<file path="src/crc_unit_consts.svh">
`ifndef CRC_UNIT_CONSTS_SVH
`define CRC_UNIT_CONSTS_SVH

// Register addresses on the special function register bus.
`define ADDR_CRC_CONTROL      8'h91
`define ADDR_CRC_BYTE_INPUT   8'h94
`define ADDR_BIT_FLIP         8'h95
`define ADDR_FLASH_SCAN_CTRL  8'h96
`define ADDR_FLASH_SECT_COUNT 8'h97
`define ADDR_RESULT_WINDOW    8'hd9

// Control register fields.
`define CTL_POLY_SELECT_BIT   4
`define CTL_INIT_STROBE_BIT   3
`define CTL_INIT_VALUE_BIT    2
`define CTL_PTR_MSB           1
`define CTL_PTR_LSB           0

// Flash scan control fields.
`define SCAN_ENABLE_BIT       7
`define SCAN_DONE_BIT         6
`define SCAN_START_MSB        4
`define SCAN_START_LSB        0
`define COUNT_MSB             5

// Polynomials and initial values.
`define POLY16                16'h1021
`define POLY32_REFLECTED      32'hedb88320
`define INIT_ZEROS            32'h00000000
`define INIT_ONES             32'hffffffff
`define BITS_PER_BYTE         8

// Flash geometry: a sector is 512 bytes.
`define SECTOR_SHIFT          9
`define RESET_BYTE            8'h00

`endif

</file>
<file path="src/crc_unit_pkg.sv">
package crc_unit_pkg;
    typedef enum logic [1:0] {
        SCAN_IDLE,
        SCAN_FETCH,
        SCAN_FOLD
    } scan_state_type;

    typedef logic [31:0] crc_word_type;
endpackage

</file>
<file path="src/crc_byte_fold.sv">
`timescale 1ns/1ps
`include "crc_unit_consts.svh"

module crc_byte_fold (
    // Operands
    input  wire logic [31:0] i_acc,
    input  wire logic [7:0]  i_byte,
    input  wire logic        i_poly16,
    // Result
    output logic [31:0]      o_acc
);
    logic [15:0] acc16;
    logic [31:0] acc32;

    always_comb begin
        acc16 = i_acc[15:0] ^ {i_byte, 8'h00};
        acc32 = i_acc ^ {24'h000000, i_byte};
        for (int i = 0; i < `BITS_PER_BYTE; i++) begin
            if (acc16[15]) begin
                acc16 = {acc16[14:0], 1'b0} ^ `POLY16;
            end else begin
                acc16 = {acc16[14:0], 1'b0};
            end
            if (acc32[0]) begin
                acc32 = {1'b0, acc32[31:1]} ^ `POLY32_REFLECTED;
            end else begin
                acc32 = {1'b0, acc32[31:1]};
            end
        end
        // Upper half is left alone in 16-bit mode so a mode change keeps it.
        o_acc = i_poly16 ? {i_acc[31:16], acc16} : acc32;
    end
endmodule // crc_byte_fold

</file>
<file path="src/crc_unit.sv">
// Operation
// - 16-bit mode computes MSB-first with polynomial 0x1021.
// - 16-bit mode XORs the input byte into the accumulator's upper byte.
// - 16-bit mode does 8 left-shift steps, XORing 0x1021 on top bit.
// - 32-bit mode computes reflected CRC with generator 0x04C11DB7.
// - 32-bit mode XORs the input byte into the low byte.
// - 32-bit mode does 8 right-shift steps, XORing 0xEDB88320 on bit 0.
// - Control bit 4 selects 32-bit (zero) or 16-bit (one).
// - Writing one to control bit 3 loads the whole result.
// - Control bit 2 picks init value: all zeros or all ones.
// - Each byte written to the input register is folded immediately.
// - Two-bit pointer selects window byte and increments per access.
// - 32-bit mode maps pointer 0..3 to result bytes 0..3.
// - 16-bit mode maps pointers 0,2 to low byte, 1,3 high.
// - Result holds until initialised, window-written or fed another byte.
// - Control bits 7:5 read zero and ignore writes.
// - With scan enabled and a nonzero sector count, a control write starts a flash sector CRC.
// - The CPU is stalled while a flash scan runs.
// - Scan control holds enable bit 7 and start sector 4:0.
// - Sector count register holds a 6-bit count in bits 5:0.
`timescale 1ns/1ps
`include "crc_unit_consts.svh"

module crc_unit #(
    parameter int FLASH_ADDR_WIDTH = 16
) (
    // Clock and reset
    input  wire logic                        i_clk,
    input  wire logic                        i_reset_n,
    // Special function register bus
    input  wire logic [7:0]                  i_sfr_addr,
    input  wire logic                        i_sfr_wr,
    input  wire logic                        i_sfr_rd,
    input  wire logic [7:0]                  i_sfr_wdata,
    output logic      [7:0]                  o_sfr_rdata,
    // Flash read port
    output logic      [FLASH_ADDR_WIDTH-1:0] o_flash_addr,
    output logic                             o_flash_rd,
    input  wire logic [7:0]                  i_flash_data,
    // Core stall
    output logic                             o_cpu_stall
);
    import crc_unit_pkg::*;

    // ------------------------------------------------------------
    // Register state
    // ------------------------------------------------------------
    logic                  poly16;
    logic                  init_ones;
    logic [1:0]            ptr;
    logic                  scan_enable;
    logic [4:0]            start_sector;
    logic [5:0]            sector_count;
    logic [7:0]            flip;
    crc_word_type          result;
    scan_state_type        state;
    logic [FLASH_ADDR_WIDTH-1:0] scan_addr;
    logic [FLASH_ADDR_WIDTH-1:0] scan_left;

    logic                  next_poly16;
    logic                  next_init_ones;
    logic [1:0]            next_ptr;
    logic                  next_scan_enable;
    logic [4:0]            next_start_sector;
    logic [5:0]            next_sector_count;
    logic [7:0]            next_flip;
    crc_word_type          next_result;
    scan_state_type        next_state;
    logic [FLASH_ADDR_WIDTH-1:0] next_scan_addr;
    logic [FLASH_ADDR_WIDTH-1:0] next_scan_left;
    logic [7:0]            next_rdata;

    logic [7:0]            fold_byte;
    crc_word_type          folded;

    function automatic logic sel(input logic [7:0] a, input logic [7:0] want);
        sel = (a == want);
    endfunction

    // Window byte lane for a pointer value and mode.
    function automatic logic [1:0] lane(input logic [1:0] p, input logic m16);
        lane = m16 ? {1'b0, p[0]} : p;
    endfunction

    function automatic logic [7:0] reverse8(input logic [7:0] v);
        for (int i = 0; i < 8; i++) begin
            reverse8[i] = v[7-i];
        end
    endfunction

    // ------------------------------------------------------------
    // Byte folding
    // ------------------------------------------------------------
    assign fold_byte = (state == SCAN_FOLD) ? i_flash_data : i_sfr_wdata;

    crc_byte_fold u_fold (
        .i_acc    (result),
        .i_byte   (fold_byte),
        .i_poly16 (poly16),
        .o_acc    (folded)
    );

    // ------------------------------------------------------------
    // Next-state logic
    // ------------------------------------------------------------
    logic ctl_wr;
    logic win_access;

    always_comb begin
        ctl_wr            = i_sfr_wr && sel(i_sfr_addr, `ADDR_CRC_CONTROL);
        win_access        = (i_sfr_wr || i_sfr_rd)
                            && sel(i_sfr_addr, `ADDR_RESULT_WINDOW);
        next_poly16       = poly16;
        next_init_ones    = init_ones;
        next_ptr          = ptr;
        next_scan_enable  = scan_enable;
        next_start_sector = start_sector;
        next_sector_count = sector_count;
        next_flip         = flip;
        next_result       = result;
        next_state        = state;
        next_scan_addr    = scan_addr;
        next_scan_left    = scan_left;

        unique case (state)
            SCAN_IDLE: begin
                if (ctl_wr) begin
                    next_poly16    = i_sfr_wdata[`CTL_POLY_SELECT_BIT];
                    next_init_ones = i_sfr_wdata[`CTL_INIT_VALUE_BIT];
                    next_ptr       = i_sfr_wdata[`CTL_PTR_MSB:`CTL_PTR_LSB];
                    if (i_sfr_wdata[`CTL_INIT_STROBE_BIT]) begin
                        next_result = i_sfr_wdata[`CTL_INIT_VALUE_BIT]
                                      ? `INIT_ONES : `INIT_ZEROS;
                    end
                    if (scan_enable && sector_count != 6'h00) begin
                        next_state     = SCAN_FETCH;
                        next_scan_addr = FLASH_ADDR_WIDTH'(
                            {start_sector, 9'h000});
                        next_scan_left = FLASH_ADDR_WIDTH'(
                            {sector_count, 9'h000});
                    end
                end
                if (i_sfr_wr && sel(i_sfr_addr, `ADDR_CRC_BYTE_INPUT)) begin
                    next_result = folded;
                end
                if (win_access) begin
                    next_ptr = ptr + 2'h1;
                    if (i_sfr_wr) begin
                        for (int b = 0; b < 4; b++) begin
                            if (lane(ptr, poly16) == 2'(b)) begin
                                next_result[b*8 +: 8] = i_sfr_wdata;
                            end
                        end
                    end
                end
                if (i_sfr_wr && sel(i_sfr_addr, `ADDR_FLASH_SCAN_CTRL)) begin
                    next_scan_enable  = i_sfr_wdata[`SCAN_ENABLE_BIT];
                    next_start_sector =
                        i_sfr_wdata[`SCAN_START_MSB:`SCAN_START_LSB];
                end
                if (i_sfr_wr && sel(i_sfr_addr, `ADDR_FLASH_SECT_COUNT)) begin
                    next_sector_count = i_sfr_wdata[`COUNT_MSB:0];
                end
                if (i_sfr_wr && sel(i_sfr_addr, `ADDR_BIT_FLIP)) begin
                    next_flip = reverse8(i_sfr_wdata);
                end
            end
            SCAN_FETCH: begin
                // Flash data is registered by the array, so fold one cycle later.
                next_state = SCAN_FOLD;
            end
            SCAN_FOLD: begin
                next_result    = folded;
                next_scan_addr = scan_addr + FLASH_ADDR_WIDTH'(1);
                next_scan_left = scan_left - FLASH_ADDR_WIDTH'(1);
                next_state     = (scan_left == FLASH_ADDR_WIDTH'(1))
                                 ? SCAN_IDLE : SCAN_FETCH;
            end
        endcase
    end

    // ------------------------------------------------------------
    // Read data
    // ------------------------------------------------------------
    always_comb begin
        next_rdata = `RESET_BYTE;
        if (i_sfr_rd) begin
            unique case (1'b1)
                sel(i_sfr_addr, `ADDR_CRC_CONTROL):
                    next_rdata = {3'b000, poly16, 1'b0, init_ones, ptr};
                sel(i_sfr_addr, `ADDR_RESULT_WINDOW):
                    next_rdata = result[lane(ptr, poly16)*8 +: 8];
                sel(i_sfr_addr, `ADDR_FLASH_SCAN_CTRL):
                    next_rdata = {scan_enable, state == SCAN_IDLE, 1'b0,
                                  start_sector};
                sel(i_sfr_addr, `ADDR_FLASH_SECT_COUNT):
                    next_rdata = {2'b00, sector_count};
                sel(i_sfr_addr, `ADDR_BIT_FLIP):
                    next_rdata = flip;
                default:
                    next_rdata = `RESET_BYTE;
            endcase
        end
    end

    // ------------------------------------------------------------
    // Registers
    // ------------------------------------------------------------
    always_ff @(posedge i_clk) begin
        if (!i_reset_n) begin
            poly16       <= 1'b0;
            init_ones    <= 1'b0;
            ptr          <= 2'h0;
            scan_enable  <= 1'b0;
            start_sector <= 5'h00;
            sector_count <= 6'h00;
            flip         <= `RESET_BYTE;
            result       <= `INIT_ZEROS;
            state        <= SCAN_IDLE;
            scan_addr    <= '0;
            scan_left    <= '0;
            o_sfr_rdata  <= `RESET_BYTE;
        end else begin
            poly16       <= next_poly16;
            init_ones    <= next_init_ones;
            ptr          <= next_ptr;
            scan_enable  <= next_scan_enable;
            start_sector <= next_start_sector;
            sector_count <= next_sector_count;
            flip         <= next_flip;
            result       <= next_result;
            state        <= next_state;
            scan_addr    <= next_scan_addr;
            scan_left    <= next_scan_left;
            o_sfr_rdata  <= next_rdata;
        end
    end

    assign o_flash_addr = scan_addr;
    assign o_flash_rd   = (state == SCAN_FETCH);
    assign o_cpu_stall  = (state != SCAN_IDLE);

    // ------------------------------------------------------------
    // Checks
    // ------------------------------------------------------------
    init_load_a: assert property (@(posedge i_clk) disable iff (!i_reset_n)
        state == SCAN_IDLE && ctl_wr && i_sfr_wdata[3] && !scan_enable
        |=> result == ($past(i_sfr_wdata[2]) ? 32'hffffffff : 32'h0))
        else $error("init strobe did not load result");
    ptr_step_a: assert property (@(posedge i_clk) disable iff (!i_reset_n)
        state == SCAN_IDLE && win_access |=> ptr == $past(ptr) + 2'h1)
        else $error("pointer did not increment");
    hold_a: assert property (@(posedge i_clk) disable iff (!i_reset_n)
        state == SCAN_IDLE && !i_sfr_wr |=> $stable(result))
        else $error("result changed without cause");
    unused_zero_a: assert property (@(posedge i_clk) disable iff (!i_reset_n)
        i_sfr_rd && i_sfr_addr == 8'h91 |=> o_sfr_rdata[7:5] == 3'b000)
        else $error("unused control bits read nonzero");
    fold_a: assert property (@(posedge i_clk) disable iff (!i_reset_n)
        state == SCAN_IDLE && i_sfr_wr && i_sfr_addr == 8'h94
        |=> result == $past(folded))
        else $error("input byte not folded");
    scan_start_a: assert property (@(posedge i_clk) disable iff (!i_reset_n)
        state == SCAN_IDLE && ctl_wr && scan_enable && sector_count != 0
        |=> o_cpu_stall && o_flash_addr == {start_sector, 9'h000})
        else $error("scan did not start");
    stall_a: assert property (@(posedge i_clk) disable iff (!i_reset_n)
        o_cpu_stall |-> state != SCAN_IDLE)
        else $error("stall outside scan");
    upper_keep_a: assert property (@(posedge i_clk) disable iff (!i_reset_n)
        poly16 && state == SCAN_IDLE && i_sfr_wr && i_sfr_addr == 8'h94
        |=> result[31:16] == $past(result[31:16]))
        else $error("16-bit fold touched upper half");
    // A window write lands in the byte that the pointer named before it moved.
    win_write_a: assert property (@(posedge i_clk) disable iff (!i_reset_n)
        state == SCAN_IDLE && win_access && i_sfr_wr && !poly16
        |=> result[$past(ptr)*8 +: 8] == $past(i_sfr_wdata))
        else $error("window write missed its byte");
    win_read32_a: assert property (@(posedge i_clk) disable iff (!i_reset_n)
        state == SCAN_IDLE && i_sfr_rd && i_sfr_addr == 8'hd9 && !poly16
        |=> o_sfr_rdata == $past(result[ptr*8 +: 8]))
        else $error("32-bit window read wrong byte");
    win_read16_a: assert property (@(posedge i_clk) disable iff (!i_reset_n)
        state == SCAN_IDLE && i_sfr_rd && i_sfr_addr == 8'hd9 && poly16
        |=> o_sfr_rdata
            == ($past(ptr[0]) ? $past(result[15:8]) : $past(result[7:0])))
        else $error("16-bit window read wrong byte");
    zero_count_a: assert property (@(posedge i_clk) disable iff (!i_reset_n)
        state == SCAN_IDLE && ctl_wr && sector_count == 6'h00
        |=> !o_cpu_stall)
        else $error("zero sector count started a scan");
    // Bus writes are dropped while the core is held, so only a fold may move the result.
    scan_hold_a: assert property (@(posedge i_clk) disable iff (!i_reset_n)
        state == SCAN_FETCH
        |=> $stable(result))
        else $error("result moved while fetching");
    fetch_step_a: assert property (@(posedge i_clk) disable iff (!i_reset_n)
        state == SCAN_FOLD
        |=> o_flash_addr == $past(o_flash_addr) + FLASH_ADDR_WIDTH'(1))
        else $error("scan address did not advance");
endmodule // crc_unit

</file>
<file path="config.mk">
export PLATFORM = sky130hd
export DESIGN_NAME = crc_unit
export DESIGN_NICKNAME = d
export VERILOG_FILES = /design/src/crc_unit_pkg.sv /design/src/crc_byte_fold.sv /design/src/crc_unit.sv
export VERILOG_INCLUDE_DIRS = /design/src
export SDC_FILE = /design/constraint.sdc
export NUM_CORES = 1
export LEC_CHECK = 0
export ABC_AREA = 1
export BUFFER_PORTS_ARGS = -buffer_cell sky130_fd_sc_hd__buf_2
export CORE_MARGIN = 2
export CORE_UTILIZATION = 39
export DETAILED_ROUTE_END_ITERATION = 7
export MAX_ROUTING_LAYER = met4
export PLACE_DENSITY_LB_ADDON = 0.3
export SLEW_MARGIN = 25
export SYNTH_ARGS = -nofsm -noshare
export SYNTH_HDL_FRONTEND = slang
export SYNTH_SLANG_ARGS = --single-unit
</file>
<file path="constraint.sdc">
create_clock -name i_clk -period 1.7 [get_ports i_clk]
set_input_delay 0.085 -clock i_clk [delete_from_list [all_inputs] [get_ports i_clk]]
set_output_delay 0.085 -clock i_clk [all_outputs]
set_load 0.02 [all_outputs]
</file>
==> run_results.csv <==
group,metric,value,unit
run_status,status,"finished with violations",
run_status,violations,"negative setup slack",
clocking,root_buffer,"clkbuf_16",
power,switchingPower,1.92,mW
sta,relSlewSlack,0.686,
layout,stdcell_area,12800,um2
worst_setup_path,r2r_end,"result[5]",
route,vias,10800,
synth,synth_seq_cells,98,
power,ir_drop,0.501,mV
global_routing,antenna_found_initial,0,
synth,ys.flop_type,"dfxtp_1",
sta,fin_ws,-0.506,ns
route,drt_wl_total,37700,um
clocking,clkTransAtPathRegs,0.08,ns
global_routing,grt_max_degree,33,
layout,diodes,0,
floorplanning,start_util,0.401,
worst_setup_path,critPathCaptureType,"flip-flop",
sta,hold_viol_final,0,
synth,muxShareOfSynthArea,0,
clocking,numCtsBuffers,9,
floorplanning,die_y,143,um
layout,nets,1621,
synth,yosysWarnings,0,
synth,synth_commonest_cells,"352 x nand2_1, 139 x a21oi_1, 127 x inv_1, 112 x o21ai_0, 109 x nand3_1",
power,power_frac_seq,0.393,
synth,ys_types,49,
power,combPwrFrac,0.253,
synth,synth_top_area_frac,0.260,
synth,synth_compound_area_frac,0.240,
route,ant_nets,0,
synth,synth-xor-area-share,0.0583,
power,p_per_area,456,nW/um2
route,wl_per_cell,20.3,um
clocking,cts_tree,"done",
floorplanning,core-area,18800,um2
floorplanning,std_cell_rows,50,
power,power.total,5.83,mW
synth,synth_adder_area_share,0.00497,
synth,syn_area_per_cell,6.03,um2
worst_hold_path,hold_path.startpoint,"i_reset_n",
synth,synthCells,1253,
clocking,clockBufferDepth,2,
placement,gp_congestion,1.09,
floorplanning,dieArea,20500,um2
power,p_int,3.92,mW
worst_setup_path,critPathKind,"reg -> reg",
synth,synth.area.top_cells,"dfxtp_1 26%, nand2_1 17%, a21oi_1 9.2%, o21ai_0 7.4%, nand3_1 7.2%",
worst_hold_path,whs_path_depth,3,
worst_setup_path,worst-r2r-cell-count,15,
worst_setup_path,arrival,2.48,ns
power,p_leak,5.63,nW
sta,rsz0062_at_grt,"yes",
clocking,htree_levels,3,
worst_setup_path,crit_fanout,6,
worst_setup_path,reg2reg_setup_slack,-0.51,ns
layout,areaGrowthSynthToFinish,69.6,%
worst_hold_path,holdCritPathClass,"in -> reg",
power,pwr-share-clk,0.354,
clocking,cts_hold_buf,0,
route,drtPass1Iterations,6,
global_routing,grt_pass1_wl,53000,um
clocking,cts_sinks,98,
sta,min_period,2.21,ns
synth,yosysTopAreaCell,"dfxtp_1",
synth,seq_area_frac_synth,0.260,
placement,io_buffers,53,
synth,yosysMostFrequentCell,"nand2_1",
worst_setup_path,r2r-start,"state[1]",
sta,setup_tns,-22.04,ns
worst_setup_path,start_kind,"flip-flop",
sta,tightest_slew,0.471,ns
placement,placed_area,10000,um2
synth,syn_nets,1284,
flow_run,cap_violations,0,
sta,max_clock_freq,453,MHz
floorplanning,num_io_pins,54,
sta,finalCritPeriodShare,1.30,
route,drtIter0Drc,1265,
synth,synthArstFlopShare,0,
worst_setup_path,cp_data_required_time,1.98,ns
route,viasPerCell,5.80,
synth,syn_area,7550,um2
synth,synth_edf_count,0,
sta,final.setup_skew,0.0180,ns
route,drc,0,
clocking,clk_latency,0.37,ns
global_routing,first_global_vias,9738,
placement,hpwl,24400,um
synth,synth_top_family_by_area,"simple AND/OR/NAND/NOR gates",
sta,final-setup-viol-count,90,
power,p_sw_frac,0.328,
layout,final_util,0.680,
synth,synth_simple_gate_area_frac,0.340,
global_routing,grt_remaining_overflow,0,
floorplanning,die_w,143,um
worst_hold_path,hold_path_end,"start_sector[1]",
layout,layout-drive-gt1-share,0.460,
global_routing,track_usage,0.347,
sta,drv_slew,0,
## worst max path at each step
stage,from,end
6_report,state[1],result[5]
2_1_floorplan,state[0],result[30]
4_1_cts,state[0],result[19]
3_3_place_gp,state[1],result[19]
5_1_grt,state[1],result[13]
3_5_place_dp,state[1],result[0]
## area by class of cell
| type | count | area (um2) |
|---|---|---|
| clock inverter | 5 | 36.3 |
| timing repair buffer | 378 | 3120 |
| fill | 1470 | 6030 |
| inverter | 133 | 524 |
| tap | 260 | 325 |
| multi-input combinational | 970 | 6580 |
| clock buffer | 11 | 233 |
| sequential | 98 | 1990 |
## state kept, by name (all words and copies together), names as in the netlist
name / count
result: 32
o_flash_addr: 16
scan_left: 16
flip: 8
o_sfr_rdata: 8
sector_count: 6
start_sector: 5
ptr: 2
state: 2
init_ones: 1
poly16: 1
scan_enable: 1
## cell usage in the layout, fill, tap and decap left out, drive strengths merged, types with 2 or more instances in the layout
cell type / n
a21oi: 139
o31ai: 2
xnor2: 6
o211ai: 11
nor2: 61
nor4: 3
inv: 135
o21ai: 122
clkinv: 2
clkbuf: 13
buf: 375
o221ai: 2
a21boi: 2
nand2: 384
a221oi: 2
nor3: 13
a22oi: 10
nand3: 109
xor2: 40
and2: 2
or2: 5
o21a: 2
dfxtp: 98
a31o: 3
ha: 3
nand4: 12
o22ai: 20
a31oi: 9
## worst max-delay path, cell delays in order (launching register included)
cell and delay [ns]:
dfxtp_4 0.49, nand2_8 0.15, buf_12 0.18, nand2_8 0.08, nand2_4 0.06, nand2_4 0.08, nand2_8 0.08, nand2_4 0.10
nand2_8 0.07, buf_4 0.15, xor2_2 0.18, a21oi_2 0.12, o21ai_1 0.08, nand2_1 0.06, nand2_1 0.06, a21oi_1 0.18
## cells by family after synthesis
family / count (synthesis)
simple gates: 589
compound gates: 331
buf+inv: 186
flops: 98
xor+xnor: 46
fa+ha+maj: 3
## per-stage QoR
stage / setup slack (ns) / cells / hold WS (ns)
floorplan: -0.0844 / 1253 / 0.216
global placement: -0.421 / 1762 / 0.415
detailed placement: -0.455 / 1762 / 0.422
CTS: -0.323 / 1814 / 0.0447
global route: -0.567 / 1855 / 0.0737
finish: -0.506 / 1855 / 0.0699
## per-layer routing
layer  global-route usage  wire, um  part of all wire  vias to the layer above
met2                0.543     17100              0.46                      675
met4                0.193      2490             0.066                        0
met5                    -         0                 0                        -
met1                0.426     14400              0.38                     5058
li1                     -         -                 -                     4840
met3               0.0587      3580             0.095                      190
## power by group through the flow
stage	registers [mW]	logic (mW)	clock network (mW)
after floorplan	2.35	0.546	0
after global placement	2.35	1.01	0
after detailed placement	2.35	1.02	0
after CTS	2.29	1.23	2.07
after global routing	2.29	1.55	2.16
final	2.29	1.48	2.06
## what timing repair did
item,4_1_cts,5_1_grt
gates cloned,2,5
setup buffers,34,36
pin swaps,70,89
resized for setup,184,284
endpoints found under the setup margin,92,88
Note: power is estimated with default switching activity, not from simulation.
